--- config.mk ---
export PLATFORM = sky130hd
export DESIGN_NAME = lam_line_alarm_monitor
export DESIGN_NICKNAME = d
export VERILOG_FILES = /design/src/rtl/lam_line_alarm_monitor.v
export VERILOG_INCLUDE_DIRS = /design/src /design/src/rtl
export SDC_FILE = /design/constraint.sdc
export NUM_CORES = 1
export LEC_CHECK = 0
export BUFFER_PORTS_ARGS = -buffer_cell sky130_fd_sc_hd__buf_2
export CORE_ASPECT_RATIO = 0.8
export CORE_MARGIN = 2
export CORE_UTILIZATION = 40
export CTS_CLUSTER_SIZE = 40
export DETAILED_ROUTE_END_ITERATION = 10
export PLACE_DENSITY = 0.66
export SYNTH_ARGS = -nofsm -noshare
export SYNTH_HDL_FRONTEND = slang
export SYNTH_SLANG_ARGS = --single-unit
--- constraint.sdc ---
create_clock -name CLK -period 4.2 [get_ports CLK]
set_input_delay 0.21 -clock CLK [delete_from_list [all_inputs] [get_ports CLK]]
set_output_delay 0.21 -clock CLK [all_outputs]
set_load 0.05 [all_outputs]
--- src/rtl/lam_consts.vh ---
// constants and register map of the line alarm monitor
`ifndef LAM_CONSTS_VH
`define LAM_CONSTS_VH
`define LAM_ADDR_CR1 6'h10
`define LAM_ADDR_CR2 6'h11
`define LAM_ADDR_CR3 6'h12
`define LAM_ADDR_ICR 6'h13
`define LAM_ADDR_TSR 6'h14
`define LAM_ADDR_PSR 6'h15
`define LAM_ADDR_CR4 6'h17
`define LAM_REG_RESET 8'h00
`define LAM_CR1_EC_LSB 0
`define LAM_CR1_ENC_BIT 5
`define LAM_CR3_BIST_BIT 5
`define LAM_CR4_CODE_VIOLATION_DETECT_BIT 0
`define LAM_CR4_ZERO_SUBSTITUTION_VIOLATION_DETECT_BIT 1
`define LAM_CR4_LONG_BIT 2
`define LAM_CR4_MARKS_BIT 3
`define LAM_BIT_LOS 0
`define LAM_BIT_AIS 2
`define LAM_BIT_PAT 3
`define LAM_BIT_DFO 5
`define LAM_BIT_BIST 6
`define LAM_BIT_ESO 6
`define LAM_BIT_ESU 7
`define LAM_EC_E1 3'h0
`define LAM_LOS_T1 12'd175
`define LAM_LOS_E1 12'd32
`define LAM_LOS_LONG 12'd2048
`define LAM_T1_WIN 128
`define LAM_T1_MARKS 8'd16
`define LAM_T1_RUN 12'd100
`define LAM_E1_WIN 32
`define LAM_E1_MARKS 8'd4
`define LAM_E1_RUN 12'd16
`define LAM_CM_COUNT 6'd32
`define LAM_AIS_SPAN 12'd2047
`define LAM_AIS_ZEROS 2'd3
`define LAM_ZS_RUN 3'd4
`endif

--- src/rtl/lam_line_alarm_monitor.v ---
// line alarm monitor: violation detectors, loss, AIS, status and interrupt registers
//
// The strobed register port and the address map were decided locally.
`timescale 1ns/1ps
`default_nettype none
`include "lam_consts.vh"
module lam_line_alarm_monitor (
  input wire CLK,
  input wire RESETN,
  input wire [5:0] ADDR,
  input wire RD_FLAG,
  input wire [7:0] WDATA,
  input wire WR,
  input wire RD,
  output reg [7:0] RDATA,
  input wire RX_BIT_EN,
  input wire RECEIVE_POSITIVE_DATA,
  input wire RECEIVE_NEGATIVE_DATA,
  input wire DRIVER_OPEN_IN,
  input wire ES_NEAR_OVER_IN,
  input wire ES_NEAR_UNDER_IN,
  input wire ES_OVER_IN,
  input wire ES_UNDER_IN,
  input wire PATTERN_LOCK_IN,
  output reg LINE_VIOLATION_OUTPUT,
  output reg RX_DATA_POS,
  output reg RX_DATA_NEG,
  output reg CLOCK_SEL_MASTER,
  output reg [1:0] ES_PHASE_ADJ,
  output reg INT_N,
  output reg SELF_TEST_ON
);
  // receive side arrives as pins: two-flop synchronisers
  localparam NSYNC = 9;
  reg [NSYNC-1:0] s1_reg;
  reg [NSYNC-1:0] s2_reg;
  always @(posedge CLK or negedge RESETN) begin
    if (!RESETN) begin
      s1_reg <= {NSYNC{1'b0}};
      s2_reg <= {NSYNC{1'b0}};
    end else begin
      s1_reg <= {RX_BIT_EN, RECEIVE_POSITIVE_DATA, RECEIVE_NEGATIVE_DATA, DRIVER_OPEN_IN,
                 ES_NEAR_OVER_IN, ES_NEAR_UNDER_IN, ES_OVER_IN, ES_UNDER_IN, PATTERN_LOCK_IN};
      s2_reg <= s1_reg;
    end
  end
  wire bit_en = s2_reg[8];
  wire receive_positive_data = s2_reg[7];
  wire receive_negative_data = s2_reg[6];
  wire dfo = s2_reg[5];
  wire es_nov = s2_reg[4];
  wire es_nun = s2_reg[3];
  wire es_ov = s2_reg[2];
  wire es_un = s2_reg[1];
  wire pat_lock = s2_reg[0];

  // registers
  reg [7:0] cr1_reg;
  reg [7:0] cr2_reg;
  reg [7:0] cr3_reg;
  reg [7:0] icr_reg;
  reg [7:0] tsr_reg;
  reg [7:0] psr_reg;
  reg [7:0] cr4_reg;
  wire wr_cr1 = WR && ADDR == `LAM_ADDR_CR1;
  wire rd_tsr = RD && ADDR == `LAM_ADDR_TSR;
  wire e1_mode = cr1_reg[`LAM_CR1_EC_LSB+2:`LAM_CR1_EC_LSB] == `LAM_EC_E1;
  wire hdb3_on = cr1_reg[`LAM_CR1_ENC_BIT] && e1_mode;
  wire cv_on = hdb3_on && cr4_reg[`LAM_CR4_CODE_VIOLATION_DETECT_BIT];
  wire zv_on = hdb3_on && cr4_reg[`LAM_CR4_ZERO_SUBSTITUTION_VIOLATION_DETECT_BIT];
  wire bpv_on = !cr1_reg[`LAM_CR1_ENC_BIT];

  // bipolar line tracking
  reg last_pol_reg;
  reg last_viol_pol_reg;
  reg have_viol_reg;
  reg [2:0] zrun_reg;
  reg viol_next;
  wire mark = receive_positive_data ^ receive_negative_data;
  wire is_bpv = mark && (receive_positive_data == last_pol_reg);
  wire is_cv = is_bpv && have_viol_reg && (receive_positive_data == last_viol_pol_reg);
  wire is_zv = !mark && zrun_reg == `LAM_ZS_RUN - 3'd1;
  always @* begin
    viol_next = 1'b0;
    if (bit_en)
      viol_next = (bpv_on && is_bpv) || (cv_on && is_cv) || (zv_on && is_zv);
  end
  always @(posedge CLK or negedge RESETN) begin
    if (!RESETN) begin
      last_pol_reg <= 1'b0;
      last_viol_pol_reg <= 1'b0;
      have_viol_reg <= 1'b0;
      zrun_reg <= 3'd0;
      LINE_VIOLATION_OUTPUT <= 1'b0;
      RX_DATA_POS <= 1'b0;
      RX_DATA_NEG <= 1'b0;
    end else begin
      LINE_VIOLATION_OUTPUT <= viol_next;
      if (bit_en) begin
        RX_DATA_POS <= receive_positive_data;
        RX_DATA_NEG <= receive_negative_data;
        if (mark) begin
          last_pol_reg <= receive_positive_data;
          zrun_reg <= 3'd0;
          if (is_bpv) begin
            last_viol_pol_reg <= receive_positive_data;
            have_viol_reg <= 1'b1;
          end
        end else if (zrun_reg != `LAM_ZS_RUN) begin
          zrun_reg <= zrun_reg + 3'd1;
        end
      end
    end
  end

  // loss of signal
  reg [11:0] zcnt_reg;
  reg los_reg;
  reg [127:0] win_reg;
  reg [7:0] ones_reg;
  reg [5:0] cm_reg;
  wire [11:0] los_thr = cr4_reg[`LAM_CR4_LONG_BIT] ? `LAM_LOS_LONG :
                        (e1_mode ? `LAM_LOS_E1 : `LAM_LOS_T1);
  wire old_bit = e1_mode ? win_reg[`LAM_E1_WIN-1] : win_reg[`LAM_T1_WIN-1];
  wire [7:0] ones_next = ones_reg + {7'd0, mark} - {7'd0, old_bit};
  wire [7:0] need = e1_mode ? `LAM_E1_MARKS : `LAM_T1_MARKS;
  wire [11:0] run_lim = e1_mode ? `LAM_E1_RUN : `LAM_T1_RUN;
  wire [11:0] zcnt_next = mark ? 12'd0 : (zcnt_reg == 12'hfff ? zcnt_reg : zcnt_reg + 12'd1);
  wire recover = (e1_mode && cr4_reg[`LAM_CR4_MARKS_BIT]) ? (mark && cm_reg == `LAM_CM_COUNT - 6'd1)
               : (ones_next >= need && zcnt_next < run_lim);
  always @(posedge CLK or negedge RESETN) begin
    if (!RESETN) begin
      zcnt_reg <= 12'd0;
      los_reg <= 1'b0;
      win_reg <= 128'd0;
      ones_reg <= 8'd0;
      cm_reg <= 6'd0;
      CLOCK_SEL_MASTER <= 1'b0;
    end else begin
      CLOCK_SEL_MASTER <= los_reg;
      if (bit_en) begin
        zcnt_reg <= zcnt_next;
        win_reg <= {win_reg[126:0], mark};
        ones_reg <= ones_next;
        cm_reg <= mark ? (cm_reg == `LAM_CM_COUNT ? cm_reg : cm_reg + 6'd1) : 6'd0;
        if (!los_reg && zcnt_next >= los_thr)
          los_reg <= 1'b1;
        else if (los_reg && recover)
          los_reg <= 1'b0;
      end
    end
  end

  // AIS over fixed 2048-bit spans
  reg [11:0] span_reg;
  reg [1:0] aisz_reg;
  reg ais_reg;
  wire [1:0] aisz_next = (!mark && aisz_reg != `LAM_AIS_ZEROS) ? aisz_reg + 2'd1 : aisz_reg;
  always @(posedge CLK or negedge RESETN) begin
    if (!RESETN) begin
      span_reg <= 12'd0;
      aisz_reg <= 2'd0;
      ais_reg <= 1'b0;
    end else if (bit_en) begin
      if (span_reg == `LAM_AIS_SPAN) begin
        span_reg <= 12'd0;
        aisz_reg <= 2'd0;
        ais_reg <= aisz_next != `LAM_AIS_ZEROS;
      end else begin
        span_reg <= span_reg + 12'd1;
        aisz_reg <= aisz_next;
      end
    end
  end

  // status, transitions, interrupt
  wire [7:0] psr_next = {1'b0, pat_lock & cr3_reg[`LAM_CR3_BIST_BIT], dfo, 1'b0, pat_lock, ais_reg, 1'b0, los_reg};
  wire [7:0] chg = (psr_next ^ psr_reg) & 8'h2d;
  wire [7:0] es_set = {es_un, es_ov, 6'd0};
  always @(posedge CLK or negedge RESETN) begin
    if (!RESETN) begin
      cr1_reg <= `LAM_REG_RESET;
      cr2_reg <= `LAM_REG_RESET;
      cr3_reg <= `LAM_REG_RESET;
      icr_reg <= `LAM_REG_RESET;
      cr4_reg <= `LAM_REG_RESET;
      tsr_reg <= `LAM_REG_RESET;
      psr_reg <= `LAM_REG_RESET;
      RDATA <= 8'h00;
      INT_N <= 1'b1;
      ES_PHASE_ADJ <= 2'd0;
      SELF_TEST_ON <= 1'b0;
    end else begin
      if (wr_cr1) cr1_reg <= WDATA;
      if (WR && ADDR == `LAM_ADDR_CR2) cr2_reg <= WDATA;
      if (WR && ADDR == `LAM_ADDR_CR3) cr3_reg <= WDATA;
      if (WR && ADDR == `LAM_ADDR_ICR) icr_reg <= WDATA;
      if (WR && ADDR == `LAM_ADDR_CR4) cr4_reg <= WDATA;
      psr_reg <= psr_next;
      // set wins over clear; a set clear bit among bits 0, 2, 3 and 5 drops the transition the cycle after it is flagged, even while the status holds
      tsr_reg <= (rd_tsr ? (tsr_reg & 8'h3f) : tsr_reg) & ~(icr_reg & 8'h2d) | chg | es_set;
      INT_N <= ~|(tsr_reg & ~icr_reg & 8'hed);
      ES_PHASE_ADJ <= {es_nov, es_nun};
      SELF_TEST_ON <= cr3_reg[`LAM_CR3_BIST_BIT];
      RDATA <= 8'h00;
      if (RD) begin
        case (ADDR)
          `LAM_ADDR_CR1: RDATA <= cr1_reg;
          `LAM_ADDR_CR2: RDATA <= cr2_reg;
          `LAM_ADDR_CR3: RDATA <= cr3_reg;
          `LAM_ADDR_ICR: RDATA <= icr_reg;
          `LAM_ADDR_TSR: RDATA <= tsr_reg;
          `LAM_ADDR_PSR: RDATA <= psr_reg;
          `LAM_ADDR_CR4: RDATA <= cr4_reg;
          default: RDATA <= 8'h00;
        endcase
      end
    end
  end
endmodule // lam_line_alarm_monitor
`default_nettype wire

==> metrics.yaml <==
run_status:
  outcome: "completed"
placed_design:
  hpwl_mm: 12.1
  port_buffers: 42
  dp_slack_ns: 0.760
  gp_congestion: 0.788
clock_network:
  post-cts-setup-buffers: 0
  clockBufferDepth: 3
  cts_root_buf: "clkbuf_16"
  cts_buffers: 28
  clock_latency_ns: 0.53
  cts_tree: "built"
  cts.sinks: 260
  cts-htree-levels: 1
  clkTransAtPathRegs_ns: 0.06
drt:
  drt_first_pass_iters: 5
  drtAntennaViolNets: 0
  vias_per_cell: 5.07
  routed_wl_mm: 19.1
  routed-via-count: 6520
  drc: 0
  drt-wirelength-per-cell_um: 14.8
  drt_iter0_markers: 351
logic_synthesis:
  syn_inst: 836
  netlist_area_um2: 11000
  synth_top_family_by_area: "multiplexers"
  yosys.area_share.adder_pct: 3.36
  synthArstFlopShare_pct: 100
  syn_avg_cell_area_um2: 13.2
  synth_compound_area_share_pct: 6.58
  yosys_warnings: 0
  seq_area_frac_synth_pct: 59.0
  synthMuxAreaShare_pct: 19.5
  ys_ff_latch: 260
  syn-num-nets: 893
  yosysUniqueCellTypes: 58
  synth-edff-count: 0
  synth_xor_area_share_pct: 1.99
  ys_dominant_reg_cell: "dfrtp_1"
  synth-simple-area-share_pct: 7.22
setup_path:
  worstPathArrival_ns: 3.86
  cp.required_ns: 4.60
  cp_slowest_cell: "dfrtp_1"
  max_stage_delay_ns: 0.41
  critPathMaxFanout: 9
  path_class: "flop to flop"
  crit_path_end_kind: "flop"
  crit_chain: "ha_1 > and4_1 > nand3_4 > xor2_1 > nand2_1 > ha_1 > nand2b_1 > a21o_1 > a21o_1 > a211o_1 > a211o_1 > a2111oi_2 > o41ai_1"
  crit_path_start_kind: "flop"
sta:
  finalHoldViolCount: 0
  finalCritPeriodShare_pct: 82.4
  rsz0062_at_grt: "no"
  fin_ws_ns: 0.740
  drv_slew: 0
  worst_slew_pin_slew_ns: 0.848
  setup_viol: 0
  slew_headroom_pct: 43.5
  fin_crit_ns: 3.46
  clock.fmax_mhz: 289
  finalSetupTns_ns: 0
  skew_ns: 0.0195
run:
  cap_violations: 0
global_routing:
  grt_pass1_wl_mm: 33.0
  grt_pass1_vias: 6368
  antenna_found_initial: 0
  grt_max_degree: 110
  gr-total-overflow: 0
  grt_util_all_layers_pct: 13.7
layout:
  fin_nets: 958
  area_delta_synth_final_pct: 15.8
  diodes: 0
  largest_reg_flops: 128
  drive_above_1_share_pct: 30.3
pwr:
  powerDensity_nw_per_um2: 521
  ir_drop_mv: 0.318
  p_leak_uw: 0.00609
die:
  start_util_pct: 40.6
  die_w_um: 190
  dieArea_um2: 28900
  num_rows: 54
  dieHeight_um: 152
  io_pins: 44
  core_um2: 27200
worst_hold_path:
  hp-class: "input pin to flop"
worst max-delay path: cells and delay by family (launching register included):
kind | cells | cell delay (ns)
compound gates | 6 | 1.41
simple gates | 4 | 0.80
fa+ha+maj | 2 | 0.54
flops | 1 | 0.41
xor+xnor | 1 | 0.18
per-stage QoR:
stage | util [%] | total power, µW | area, µm² | hold slack (ns) | std cells
2_1_floorplan | - | 3910 | 11000 | -0.0856 | 836
3_3_place_gp | 42.9 | 4190 | 11600 | 0.319 | 1216
3_5_place_dp | 42.9 | 4230 | 11600 | 0.319 | 1216
4_1_cts | 47.0 | 6730 | 12800 | 0.0857 | 1287
5_1_grt | 47.0 | 7060 | 12800 | 0.0945 | 1287
6_report | 47.0 | 6640 | 12800 | 0.114 | 1287
routing by layer:
layer | GRT usage [%] | part of all wire, % | up-vias
li1 | - | - | 3128
met1 | 21.3 | 51 | 3271
met3 | 2.51 | 3.8 | 31
met5 | 0 | 0 | -
met2 | 20.0 | 43 | 90
met4 | 2.99 | 1.8 | 0
timing repair:
action	4_1_cts	5_1_grt
gates resized for setup	0	0
hold endpoints to repair	153	0
hold buffers	19	0
cells in the mapped netlist (all sizes together), types with 4 or more instances:
cell      n  area, µm²
dfrtp   259       6480
mux2    177       1990
nand2    53        199
nor2     33        124
o21ai    31        155
inv      29        109
ha       28        350
a21oi    25        125
clkbuf   24       90.1
nand3    15       87.6
xnor2    13        114
nand4    12       75.1
xor2     12        105
and3     10       62.6
buf      10       52.6
nor3     10       50.1
mux2i     9       90.1
a222oi    7       70.1
nor2b     6       37.5
a21o      5       37.5
a31oi     5       31.3
nand2b    5       31.3
a211oi    4       35.0
a22o      4       35.0
o41ai     4       35.0
layout make-up:
class	count	area (µm²)
sequential	260	6510
clock inverter	8	97.6
timing repair buffer	69	495
tap	364	455
multi-input combinational	513	4260
clock buffer	44	832
inverter	29	109
fill	2447	14400
placed cells by master (no fill, tap or decap), types with 6 or more instances in the layout:
cell type | netlist | layout
dfrtp_1 | 259 | 258
mux2_2 | 177 | 177
nand2_1 | 53 | 53
buf_2 | 6 | 41
nor2_1 | 33 | 33
o21ai_0 | 31 | 31
clkbuf_16 | 0 | 29
inv_1 | 28 | 28
ha_1 | 28 | 28
a21oi_1 | 25 | 25
dlygate4sd3_1 | 0 | 19
nand3_1 | 14 | 14
xnor2_1 | 13 | 13
xor2_1 | 12 | 12
nand4_1 | 12 | 12
and3_1 | 10 | 10
nor3_1 | 10 | 10
clkbuf_1 | 24 | 10
mux2i_1 | 9 | 9
a222oi_1 | 7 | 7
nor2b_1 | 6 | 6
buf_4 | 0 | 6
path summary, 6_finish.rpt:
check,from,end,slack [ns],depth (start not counted)
min in group asynchronous,RESETN,win_reg[79],0.31,2
max in group asynchronous,RESETN,cm_reg[2],2.78,3
worst max register to register,zcnt_reg[1],los_reg,0.74,13
worst max-delay path,zcnt_reg[1],los_reg,0.74,13
worst min-delay path,ADDR[2],RDATA[5],0.11,4
worst min register to register,s1_reg[3],s2_reg[3],0.35,0
report_power, final:
group | total [µW] | switching, µW | internal (µW)
clock network | 2440 | 964 | 1480
logic | 1200 | 629 | 570
registers | 3000 | 195 | 2810
logic make-up (layout without fill, tap and decap cells):
group / Yosys count / after routing
fa+ha+maj: 29 / 29
flops: 260 / 260
buf+inv: 63 / 150
xor+xnor: 25 / 25
compound gates: 109 / 109
simple gates: 161 / 161
mux: 189 / 189
Note: power is estimated with default switching activity, not from simulation.
